[config.mk]
export PLATFORM = sky130hd
export DESIGN_NAME = scs_clock_switch
export DESIGN_NICKNAME = d
export VERILOG_FILES = /design/src/logic/scs_pkg.sv /design/src/logic/scs_clock_switch.sv
export SDC_FILE = /design/constraint.sdc
export NUM_CORES = 1
export LEC_CHECK = 0
export BUFFER_PORTS_ARGS = -buffer_cell sky130_fd_sc_hd__buf_2
export CORE_MARGIN = 4
export CORE_UTILIZATION = 25
export DETAILED_ROUTE_END_ITERATION = 10
export PLACE_DENSITY_LB_ADDON = 0.12
export SLEW_MARGIN = 15
export SYNTH_ARGS = -nofsm -noshare
export SYNTH_HDL_FRONTEND = slang
export SYNTH_SLANG_ARGS = --single-unit
[constraint.sdc]
create_clock -name clk -period 6.5 [get_ports clk]
set_clock_uncertainty 0.1 [all_clocks]
set_input_delay 0.325 -clock clk [delete_from_list [all_inputs] [get_ports clk]]
set_output_delay 0.325 -clock clk [all_outputs]
set_load 0.05 [all_outputs]
[src/logic/scs_pkg.sv]
// Constants, register map and state type for the system clock source switch
package scs_pkg;

   // ****************************************
   // Oscillator select field encodings
   // ****************************************
   localparam logic [2:0] OSC_LP   = 3'h0;  // Low-power crystal
   localparam logic [2:0] OSC_XT   = 3'h1;  // Standard crystal
   localparam logic [2:0] OSC_HS   = 3'h2;  // High-speed crystal
   localparam logic [2:0] OSC_RC   = 3'h3;  // Resistor-capacitor
   localparam logic [2:0] OSC_EC   = 3'h4;  // External clock
   localparam logic [2:0] OSC_EXTERNAL_CLOCK_IO_MODE = 3'h5;  // External clock, pin is I/O
   localparam logic [2:0] OSC_HS4  = 3'h6;  // High-speed with multiplier
   localparam logic [2:0] OSC_RESISTOR_CAPACITOR_IO_MODE = 3'h7;  // RC, pin is I/O

   // ****************************************
   // Register map
   // ****************************************
   localparam logic [11:0] OSC_CTRL_OFS = 12'h000;  // oscillator_control
   localparam logic [11:0] TMR_CTRL_OFS = 12'h004;  // secondary_timer_control
   localparam logic [11:0] STATUS_OFS   = 12'h008;  // Switch status
   localparam int          SCS_BIT      = 0;        // Clock source select
   localparam int          SECEN_BIT    = 0;        // Secondary osc enable
   localparam int          PORT_A_A_IO_BIT = 6;        // Port A bit of the pin
   localparam logic [7:0]  OSC_CTRL_RST = 8'h00;

   // ****************************************
   // Timing
   // ****************************************
   localparam int CLK_HZ      = 10_000_000;
   localparam int POWERUP_TIMER_MS     = 72;
   localparam int POWERUP_TIMER_CYC    = POWERUP_TIMER_MS * (CLK_HZ / 1000);
   localparam int LOCK_TIME_OUT_MS     = 2;
   localparam int LOCK_TIME_OUT_CYC    = LOCK_TIME_OUT_MS * (CLK_HZ / 1000);
   localparam int POR_DLY_CYC = 16;    // Reset delay ahead of the timer
   localparam int OST_EDGES   = 1024;  // Clock input edges of start-up
   localparam int SYNC_EDGES  = 8;     // Target edges before a handover
   localparam int PLL_MULT    = 4;
   localparam int CLKOUT_DIV  = 4;

   // ****************************************
   // Sequencer states
   // ****************************************
   typedef enum logic [2:0] {
      ST_PORDLY, ST_POWERUP_TIMER, ST_OST, ST_PLL, ST_SYNC, ST_RUN, ST_SLEEP
   } scs_state_e;

endpackage

[src/logic/scs_clock_switch.sv]
// System clock source selection, switching, sleep and power-up sequencing
// Contract
// - External clock: amplifier off, no start-up wait
// - External clock: output pin gives input/4
// - External clock I/O: pin is port A bit 6
// - Multiplier gives four times the crystal
// - Multiplier only in high-speed mode
// - Mode fixed by three-bit select field
// - Multiplier: hold execution until lock time-out
// - Switching allowed only with fuse programmed 0
// - Select 0 main, 1 secondary oscillator
// - Every reset clears the source select
// - Disallowed: ignore writes, hold select at 0
// - Control bits 7..1 read zero, select bit 0
// - Count eight target edges before using it
// - Freeze at first quarter, resume after eight
// - Back to crystal: wait start-up time too
// - Back to multiplier: start-up plus lock time
// - Back to RC/external: eight main edges only
// - Sleep stops clocks, core held at Q1
// - Wake on external reset, watchdog, interrupt
// - Power-up timer on POR/BOR; start-up timer
// - Multiplier power-up: delay, timer, start-up, lock
// - Sleep pin states per oscillator mode
// - Start-up timer counts 1024 input edges
// - Power-up timer is 72 ms
`timescale 1ns/100ps

module scs_clock_switch #(
   parameter int POWERUP_TIMER_CYCLES = scs_pkg::POWERUP_TIMER_CYC,  // Power-up timer cycles
   parameter int PLL_CYCLES  = scs_pkg::LOCK_TIME_OUT_CYC,  // Lock time-out cycles
   parameter int CNT_W       = 20                  // Sequencer counter width
) (
   input  wire logic        clk,                  // 10 MHz clock
   input  wire logic        resetn,               // Sync reset, low
   input  wire logic [11:0] paddr,                // APB address
   input  wire logic        psel,                 // APB select
   input  wire logic        penable,              // APB enable
   input  wire logic        pwrite,               // APB write
   input  wire logic [31:0] pwdata,               // APB write data
   output logic      [31:0] prdata,               // APB read data
   output logic             pready,               // APB ready
   output logic             pslverr,              // APB error
   input  wire logic [2:0]  oscSelectField,       // Oscillator mode field
   input  wire logic        switchEnableFuseN,    // 0 enables switching
   input  wire logic        powerupTimerEnFuseN,  // 0 enables power-up timer
   input  wire logic        porEvent,             // Power-on reset pulse
   input  wire logic        borEvent,             // Brown-out reset pulse
   input  wire logic        extResetReq,          // External reset pulse
   input  wire logic        wdtResetReq,          // Watchdog reset pulse
   input  wire logic        wakeIrq,              // Wake interrupt
   input  wire logic        sleepReq,             // Sleep instruction
   input  wire logic        clockInputPin,        // Main clock input level
   input  wire logic        secOscPin,            // Secondary osc level
   input  wire logic        portABitSixOut,       // Port data for pin
   input  wire logic        portABitSixOe,        // Port enable for pin
   output logic             portABitSixIn,        // Pin level to port
   input  wire logic        clockOutputPinIn,     // Clock output pin in
   output logic             clockOutputPinOut,    // Clock output pin out
   output logic             clockOutputPinOe,     // Clock output pin drive
   output logic             coreRun,              // Execution allowed
   output logic             sysClkSel,            // 1 = secondary source
   output logic      [1:0]  quarterPhase,         // Instruction quarter
   output logic             pllEnable,            // Multiplier on
   output logic      [2:0]  clockRatio,           // Internal/input ratio
   output logic             feedbackAmpEn,        // Crystal amplifier on
   output logic             oscRunning            // Main oscillator on
);
   import scs_pkg::*;

   // ****************************************
   // Mode decode
   // ****************************************
   logic xtalMode;
   logic hs4Mode;
   logic ioMode;
   logic plainOut;

   // Crystal, multiplier and pin modes from the field
   assign xtalMode = (oscSelectField == OSC_LP) || (oscSelectField == OSC_XT) ||
                     (oscSelectField == OSC_HS) || (oscSelectField == OSC_HS4);
   assign hs4Mode  = (oscSelectField == OSC_HS4);
   assign ioMode   = (oscSelectField == OSC_EXTERNAL_CLOCK_IO_MODE) || (oscSelectField == OSC_RESISTOR_CAPACITOR_IO_MODE);
   assign plainOut = (oscSelectField == OSC_EC) || (oscSelectField == OSC_RC);

   // ****************************************
   // Edge synchronisers
   // ****************************************
   logic [2:0] mainSync_ff;
   logic [2:0] secSync_ff;
   logic       mainEdge;
   logic       secEdge;

   // Two stages then an edge stage per source
   always_ff @(posedge clk) begin
      if (!resetn) begin
         mainSync_ff <= 3'h0;
         secSync_ff  <= 3'h0;
      end else begin
         mainSync_ff <= {mainSync_ff[1:0], clockInputPin};
         secSync_ff  <= {secSync_ff[1:0], secOscPin};
      end
   end

   assign mainEdge = mainSync_ff[1] & ~mainSync_ff[2];
   assign secEdge  = secSync_ff[1] & ~secSync_ff[2];

   // ****************************************
   // Register interface
   // ****************************************
   logic       noRst;
   logic       anyRst;
   logic       swAllowed;
   logic       apbWr;
   logic       scs_ff;
   logic       secOscEn_ff;
   logic [31:0] prdata_ff;
   logic       mapped;
   scs_state_e state_ff;

   assign noRst     = !porEvent && !borEvent && !extResetReq && !wdtResetReq;
   assign anyRst    = !resetn || !noRst;
   assign swAllowed = !switchEnableFuseN && secOscEn_ff;
   assign apbWr     = psel && penable && pwrite;
   assign mapped    = (paddr == OSC_CTRL_OFS) || (paddr == TMR_CTRL_OFS) ||
                      (paddr == STATUS_OFS);
   assign pready    = 1'b1;
   assign pslverr   = psel && penable && !mapped;
   assign prdata    = prdata_ff;

   // Clock source select bit
   always_ff @(posedge clk) begin
      if (anyRst) begin
         scs_ff <= OSC_CTRL_RST[SCS_BIT];
      end else if (!swAllowed) begin
         scs_ff <= 1'b0;
      end else if (apbWr && paddr == OSC_CTRL_OFS) begin
         scs_ff <= pwdata[SCS_BIT];
      end
   end

   // Secondary oscillator enable
   always_ff @(posedge clk) begin
      if (!resetn || porEvent || borEvent) begin
         secOscEn_ff <= 1'b0;
      end else if (apbWr && paddr == TMR_CTRL_OFS) begin
         secOscEn_ff <= pwdata[SECEN_BIT];
      end
   end

   // Read data captured in the setup phase
   always_ff @(posedge clk) begin
      if (!resetn) begin
         prdata_ff <= 32'h0000_0000;
      end else if (psel && !penable) begin
         prdata_ff <= 32'h0000_0000;
         unique case (paddr)
            OSC_CTRL_OFS: prdata_ff[SCS_BIT] <= scs_ff;
            TMR_CTRL_OFS: prdata_ff[SECEN_BIT] <= secOscEn_ff;
            STATUS_OFS: prdata_ff[7:0] <= {quarterPhase, oscRunning, pllEnable,
                                           state_ff == ST_SYNC, state_ff == ST_SLEEP,
                                           sysClkSel, coreRun};
            default: prdata_ff <= 32'h0000_0000;
         endcase
      end
   end

   // ****************************************
   // Sequencer
   // ****************************************
   logic [CNT_W-1:0] cnt_ff;
   logic [CNT_W-1:0] lim;
   logic             tick;
   logic             cntDone;
   logic             swBack_ff;
   logic             tgt_ff;
   logic             sel_ff;
   logic [1:0]       phase_ff;
   logic             tgtEdge;
   logic             sysEdge;
   logic             atQ1;
   logic             sleeping;

   assign sysEdge  = sel_ff ? secEdge : mainEdge;
   assign tgtEdge  = tgt_ff ? secEdge : mainEdge;
   assign atQ1     = (phase_ff == 2'h0);
   assign sleeping = (state_ff == ST_SLEEP);

   // Count source and limit of each timed state
   always_comb begin
      tick = 1'b0;
      lim  = CNT_W'(1);
      unique case (state_ff)
         ST_PORDLY: begin
            tick = 1'b1;
            lim  = CNT_W'(POR_DLY_CYC);
         end
         ST_POWERUP_TIMER: begin
            tick = 1'b1;
            lim  = CNT_W'(POWERUP_TIMER_CYCLES);
         end
         ST_OST: begin
            tick = mainEdge;
            lim  = CNT_W'(OST_EDGES);
         end
         ST_PLL: begin
            tick = 1'b1;
            lim  = CNT_W'(PLL_CYCLES);
         end
         ST_SYNC: begin
            tick = tgtEdge;
            lim  = CNT_W'(SYNC_EDGES);
         end
         ST_RUN, ST_SLEEP: begin
            tick = 1'b0;
            lim  = CNT_W'(1);
         end
      endcase
   end

   assign cntDone = tick && (cnt_ff == lim - CNT_W'(1));

   // Timer counter
   always_ff @(posedge clk) begin
      if (anyRst || cntDone) begin
         cnt_ff <= '0;
      end else if (tick) begin
         cnt_ff <= cnt_ff + CNT_W'(1);
      end
   end

   // State, target and active source
   always_ff @(posedge clk) begin
      if (!resetn || porEvent || borEvent) begin
         state_ff  <= ST_PORDLY;
         swBack_ff <= 1'b0;
         tgt_ff    <= 1'b0;
         sel_ff    <= 1'b0;
      end else if (extResetReq || wdtResetReq) begin
         // Reset wakes from sleep; start-up only if osc was off
         state_ff  <= (sleeping && xtalMode) ? ST_OST : ST_RUN;
         swBack_ff <= 1'b0;
         tgt_ff    <= 1'b0;
         sel_ff    <= 1'b0;
      end else begin
         unique case (state_ff)
            ST_PORDLY: if (cntDone) begin
               // Timer only when enabled; else straight on
               if (!powerupTimerEnFuseN) state_ff <= ST_POWERUP_TIMER;
               else state_ff <= xtalMode ? ST_OST : ST_RUN;
            end
            ST_POWERUP_TIMER: if (cntDone) begin
               state_ff <= xtalMode ? ST_OST : ST_RUN;
            end
            ST_OST: if (cntDone) begin
               if (hs4Mode) state_ff <= ST_PLL;
               else state_ff <= swBack_ff ? ST_SYNC : ST_RUN;
            end
            ST_PLL: if (cntDone) begin
               state_ff <= swBack_ff ? ST_SYNC : ST_RUN;
            end
            ST_SYNC: if (cntDone) begin
               state_ff  <= ST_RUN;
               sel_ff    <= tgt_ff;
               swBack_ff <= 1'b0;
            end
            ST_RUN: if (atQ1 && sleepReq) begin
               state_ff <= ST_SLEEP;
            end else if (atQ1 && scs_ff != sel_ff) begin
               tgt_ff <= scs_ff;
               if (scs_ff) begin
                  state_ff <= ST_SYNC;
               end else begin
                  swBack_ff <= 1'b1;
                  state_ff  <= xtalMode ? ST_OST : ST_SYNC;
               end
            end
            ST_SLEEP: if (wakeIrq) begin
               state_ff <= xtalMode ? ST_OST : ST_RUN;
            end
         endcase
      end
   end

   // Quarter phase advances on active source edges while running
   always_ff @(posedge clk) begin
      if (anyRst) begin
         phase_ff <= 2'h0;
      end else if (state_ff == ST_RUN && sysEdge && !(atQ1 && sleepReq) &&
                   !(atQ1 && scs_ff != sel_ff)) begin
         phase_ff <= phase_ff + 2'h1;
      end
   end

   assign coreRun      = (state_ff == ST_RUN);
   assign sysClkSel    = sel_ff;
   assign quarterPhase = phase_ff;
   assign oscRunning   = !sleeping;
   assign pllEnable    = hs4Mode && !sleeping;
   assign clockRatio   = pllEnable ? 3'(PLL_MULT) : 3'h1;
   assign feedbackAmpEn = xtalMode && !sleeping;

   // ****************************************
   // Clock output pin
   // ****************************************
   logic [1:0] div_ff;
   logic       pinOut_ff;
   logic       pinOe_ff;
   logic       pinIn_ff;

   // Divide the main input by four
   always_ff @(posedge clk) begin
      if (!resetn) begin
         div_ff <= 2'h0;
      end else if (mainEdge) begin
         div_ff <= div_ff + 2'h1;
      end
   end

   // Pin drive per mode
   always_ff @(posedge clk) begin
      if (!resetn) begin
         pinOut_ff <= 1'b0;
         pinOe_ff  <= 1'b0;
         pinIn_ff  <= 1'b0;
      end else begin
         pinIn_ff <= ioMode ? clockOutputPinIn : 1'b0;
         if (ioMode) begin
            pinOut_ff <= portABitSixOut;
            pinOe_ff  <= portABitSixOe;
         end else if (plainOut) begin
            pinOut_ff <= sleeping ? 1'b0 : div_ff[CLKOUT_DIV / 2 - 1];
            pinOe_ff  <= 1'b1;
         end else begin
            pinOut_ff <= 1'b0;
            pinOe_ff  <= 1'b0;
         end
      end
   end

   assign clockOutputPinOut = pinOut_ff;
   assign clockOutputPinOe  = pinOe_ff;
   assign portABitSixIn     = pinIn_ff;
endmodule

==> flow_metrics.tcl, run 1 <==
set metrics [dict create \
    rsz0062_at_grt "no" \
    portBuffers 54 \
    hold_viol 0 \
    grt.total_usage_pct 11.1 \
    dp_cells 559 \
    via_per_inst 4.66 \
    drive_above_1_share_pct 17.7 \
    final_common_cell "buf_2" \
    ys_types 64 \
    ios 112 \
    worstHoldStart "switchEnableFuseN" \
    mostFrequentLayoutCells "buf_2 (54), dfxtp_1 (49), nor2_1 (42)" \
    cpPeakStageDelay_ns 0.81 \
    startpoint "state_ff[1]" \
    r2r_setup_slack_ns 3.05 \
    cts_hold_buf 0 \
    end_kind "flop" \
    crit_slowest_cell "dfxtp_1" \
    dr.pass1.iters 4 \
    hpwlAfterDp_mm 5.86 \
    status "completed" \
    p_per_area_mw_per_mm2 193 \
    power_leakage_uw 0.00128 \
    cts_max_path_buffers 2 \
    num-fill-cells 1292 \
    ys_ff_latch 49 \
    wire_per_inst_um 13.8 \
    cts_tree "yes" \
    antenna_found_initial 0 \
    drcViolationCount 0 \
    grt_pass1_wl_mm 13.0 \
    syn_to_final_growth_pct 14.5 \
    ir_drop_v 0.0000772 \
    drt-total-wl_mm 7.81 \
    first_global_vias 2562 \
    cts_sinks 49 \
    ys_warn_count 0 \
    regArea_um2 981 \
    timing.final.crit_share_pct 53.1 \
    seq_area_frac_synth_pct 32.4 \
    dieArea_mm2 0.0140 \
    hold_path.class "in -> reg" \
    setup_viol 0 \
    core_area_mm2 0.0117 \
    cts_root_buf "clkbuf_16" \
    place_congestion 0.741 \
    slew_violations 0 \
    synth_edf_count 0 \
    stdcell_count 566 \
    fmax_ghz 0.289 \
    critical_path.cell_chain "xor2_1, nand2_1, ha_1, and2_1, a221oi_2, o31ai_2, and2_4, nand3_2, nand3_1, a21oi_1" \
    drtIter0Drc 136 \
    num_vias 2636 \
    grt_max_degree 26 \
    synth_ff_type "dfxtp_1" \
    diodes 0 \
    cp.required_ns 6.60 \
    die_w_um 118 \
    clk_pin_slew_ns 0.07 \
    hold_ws_ns 0.101 \
    synth.avg_cell_area_um2 8.06 \
    fin_nets 491 \
    worstMarginPinSlew_ns 0.860 \
    multi_input_area_mm2 0.00182 \
    fp.dieH_um 118 \
    final_util_pct 29.8 \
    cts_inserted_buffers 5 \
    cp.arrival_ns 3.56 \
    cts-resized-gates 0 \
    period_needed_ns 3.45 \
    drv_cap 0 \
    post_cts_buffers 0 \
    synth-async-reset-ratio_pct 0 \
    setup_tns_ns 0 \
    crit_type "reg -> reg" \
    initial_core_util_pct 26.0 \
    maxSlewHeadroom_pct 42.5 \
    h-tree-depth 2 \
    drtAntennaViolNets 0 \
    critPathMaxFanout 21 \
    worstSetupStartpointType "flop" \
    netlist_area_mm2 0.00303 \
    num_rows 39 \
    syn_inst 376 \
    clock_latency_ns 0.29 \
    grt_overflow 0 \
    reg2reg_from "state_ff[1]" \
]
-- worst paths after layout --
path	to	depth (start not counted)
setup reg to reg	cnt_ff[5]	10
hold reg to reg	secSync_ff[1]	1
setup / recovery	cnt_ff[5]	10
hold / removal	scs_ff	2
-- power breakdown --
| part | internal [µW] | switching (µW) | total [µW] |
|---|---|---|---|
| combinational | 26.7 | 74.7 | 101 |
| sequential | 303 | 1.72 | 305 |
| clock | 151 | 113 | 264 |
| total | 481 | 189 | 671 |
-- cells by family (layout without fill, tap and decap cells) --
| kind of cell | count (synthesis) | count (layout) | synth area share [%] |
|---|---|---|---|
| XOR/XNOR | 25 | 25 | 7.22 |
| AO/OA/AOI/OAI | 66 | 66 | 16.0 |
| flip-flops | 49 | 49 | 32.4 |
| other | 2 | 26 | 0.248 |
| AND/OR/NAND/NOR | 164 | 164 | 28.6 |
| buffers and inverters | 56 | 79 | 10.6 |
| adder cells (fa/ha/maj) | 3 | 3 | 1.24 |
| multiplexers | 11 | 11 | 3.71 |
-- cells in the mapped netlist (5+ instances only) --
cell,number,area [µm²]
mux2i_1,9,90.1
nand2_1,28,105
nor2_1,42,158
nand2b_1,6,37.5
inv_1,15,56.3
o21ai_0,8,40.0
xnor2_1,17,149
nand3_1,17,85.1
buf_2,7,35.0
o21ai_1,5,25.0
a22oi_1,8,60.1
buf_4,27,203
nand3b_1,5,37.5
a21oi_1,9,45.0
xor2_1,8,70.1
clkbuf_1,5,18.8
nor3_1,11,55.1
and2_1,12,75.1
nor2b_1,13,81.3
dfxtp_1,49,981
nor4_1,6,37.5
-- per-stage QoR --
| stage | total power [µW] | area, µm² | setup WS (ns) |
|---|---|---|---|
| after floorplan | 402 | 3120 | 3.55 |
| after global placement | 413 | 3330 | 2.99 |
| after detailed placement | 413 | 3330 | 3.00 |
| after CTS | 685 | 3470 | 2.98 |
| after global routing | 699 | 3470 | 2.65 |
| final | 671 | 3470 | 3.05 |
-- registers in the layout, indices dropped and copies added, names as in the netlist, 2 cells and up --
name          count
quarterPhase      2
div_ff            2
prdata            8
state_ff          3
mainSync_ff       3
secSync_ff        3
cnt_ff           20
-- worst max-delay path, delay by kind of cell (launching register included) --
family                   cells  cell delay (ns)
adder cells (fa/ha/maj)      1             0.28
AND/OR/NAND/NOR              5             1.21
AO/OA/AOI/OAI                3             0.65
flip-flops                   1             0.81
XOR/XNOR                     1             0.32
-- final cells by class --
cell class	count	area share [%]
multi-input combinational	295	52.4
clock inverter	1	0.216
clock buffer	6	4.00
inverter	16	1.73
sequential	49	28.3
timing repair buffer	56	8.22
tap	143	5.15
-- routing by layer --
metal	track usage [%]	vias to the layer above	wire, µm
met5	0	-	0
met4	3.37	0	95
met3	3.17	7	444
met2	18.3	68	3520
met1	14.1	1201	3760
li1	-	1360	-
Note: power is estimated with default switching activity, not from simulation.
==> run 2: changes to the inputs <==
==> constraint.sdc (replaced) <==
create_clock -name clk -period 3.35 [get_ports clk]
set_clock_uncertainty 0.1 [all_clocks]
set_input_delay 0.1675 -clock clk [delete_from_list [all_inputs] [get_ports clk]]
set_output_delay 0.1675 -clock clk [all_outputs]
set_load 0.05 [all_outputs]
==> run 2 against run 1 <==
Non-clock buffer count grew 7. Via count grew 1.6%. Power grew 100%. Critical path depth shrank 1. Combinational power grew 98%. Routed wire length grew 0.65%. Fmax grew 20%. Largest power group unchanged.
==> flow_metrics.tcl, run 2 (synthesis gave the netlist of run 1 again) <==
set metrics [dict create \
    swShare_pct 27.9 \
    timing.final.crit_share_pct 85.8 \
    cts_tree "yes" \
    power_leakage_uw 0.00133 \
    fin_nets 498 \
    cp.arrival_ns 2.94 \
    mostFrequentLayoutCells "buf_2 (54), dfxtp_1 (49), nor2_1 (42)" \
    worstMarginPinSlew_ns 0.848 \
    diodes 0 \
    fmax_ghz 0.348 \
    period_needed_ns 2.87 \
    p_comb_share_pct 14.9 \
    cts_root_buf "clkbuf_16" \
    cts_max_path_buffers 2 \
    drv_cap 0 \
    slew_violations 0 \
    drtAntennaViolNets 0 \
    critPathMaxFanout 11 \
    intPower_uw 965 \
    p_clk_share_pct 40.8 \
    clock_latency_ns 0.29 \
    portBuffers 54 \
    grt_max_degree 25 \
    final_common_cell "buf_2" \
    setup_viol 0 \
    first_global_vias 2503 \
    maxSlewHeadroom_pct 43.0 \
    dieArea_mm2 0.0140 \
    cts_inserted_buffers 5 \
    hold_viol 0 \
    num-fill-cells 1285 \
    grt.total_usage_pct 11.3 \
    dr.pass1.iters 4 \
    end_kind "flop" \
    ios 112 \
    drive_above_1_share_pct 18.3 \
    ir_drop_v 0.000193 \
    status "completed" \
    fp.dieH_um 118 \
    hpwlAfterDp_mm 6.05 \
    wire_per_inst_um 13.7 \
    drtIter0Drc 150 \
    cp.required_ns 3.42 \
    die_w_um 118 \
    switchingPower_uw 374 \
    grt_overflow 0 \
    crit_type "reg -> reg" \
    clk_pin_slew_ns 0.07 \
    via_per_inst 4.67 \
    p_per_area_mw_per_mm2 376 \
    largest_reg_flops 20 \
    num_rows 39 \
    antenna_found_initial 0 \
    cts_hold_buf 4 \
    place_congestion 0.794 \
    drt-total-wl_mm 7.87 \
    worstSetupStartpointType "flop" \
    core_area_mm2 0.0117 \
    cts_sinks 49 \
    initial_core_util_pct 26.0 \
    rsz0062_at_grt "no" \
    num_vias 2679 \
    post_cts_buffers 0 \
    hold_path.class "in -> reg" \
    h-tree-depth 2 \
    largest-register "cnt_ff" \
    cts-resized-gates 0 \
    grt_pass1_wl_mm 13.1 \
    syn_to_final_growth_pct 17.5 \
    p_seq_share_pct 44.3 \
    final_util_pct 30.5 \
    setup_tns_ns 0 \
    drcViolationCount 0 \
]
-- run 2: cell count changes in the layout (fill, tap and decap cells not counted) --
cell and change:
buf_12 +1, buf_4 +2, clkbuf_8 +1, clkinvlp_4 -1, dlygate4sd3_1 +4, inv_6 +1
-- run 2: layout make-up --
class                           instances  area [µm²]  area share [%]
Inverter                               16        60.1            1.69
Tap cell                              143         179            5.02
Sequential cell                        49         981            27.5
Clock inverter                          1        8.76           0.246
Clock buffer                            7         153            4.29
Timing Repair Buffer                   63         360            10.1
Multi-Input combinational cell        295        1820            51.1
-- run 2: worst max-delay path, cell delays in order (launching register included) --
cell	delay, ns
dfxtp_1	0.59
xor2_1	0.36
nand2_1	0.10
ha_1	0.29
and2_1	0.21
a221oi_2	0.25
o31ai_2	0.09
and2_4	0.16
a32o_1	0.28
o311a_1	0.33
-- run 2: power by group through the flow --
stage	combinational [µW]	clock [µW]	sequential (µW)
after floorplan	170	0	611
after global placement	197	0	606
after detailed placement	197	0	607
after CTS	201	571	593
after global routing	217	596	594
final	200	546	593
-- run 2: metrics by stage --
stage / total power [µW] / cell area (µm²) / worst slack (ns) / hold WS, ns / std cells
floorplan: 780 / 3120 / 0.558 / 0.144 / 400
global placement: 803 / 3360 / 0.556 / 0.245 / 562
detailed placement: 803 / 3360 / 0.528 / 0.240 / 562
CTS: 1370 / 3560 / 0.499 / 0.00868 / 574
global route: 1410 / 3560 / 0.312 / 0.0188 / 574
finish: 1340 / 3560 / 0.477 / 0.0130 / 574
-- run 2: per-layer routing --
layer | up-vias | routed length (µm) | global-route usage [%]
li1 | 1369 | - | -
met1 | 1231 | 3860 | 15.3
met2 | 77 | 3570 | 18.1
met3 | 2 | 386 | 2.55
met4 | 0 | 46 | 2.64
met5 | - | 0 | 0
-- run 2: final timing paths --
kind | from | end | slack (ns) | depth (start not counted)
max | state_ff[0] | state_ff[0] | 0.48 | 9
min | portABitSixOe | clockOutputPinOe | 0.01 | 2
max reg2reg | state_ff[0] | state_ff[0] | 0.48 | 9
min reg2reg | mainSync_ff[0] | mainSync_ff[1] | 0.34 | 1
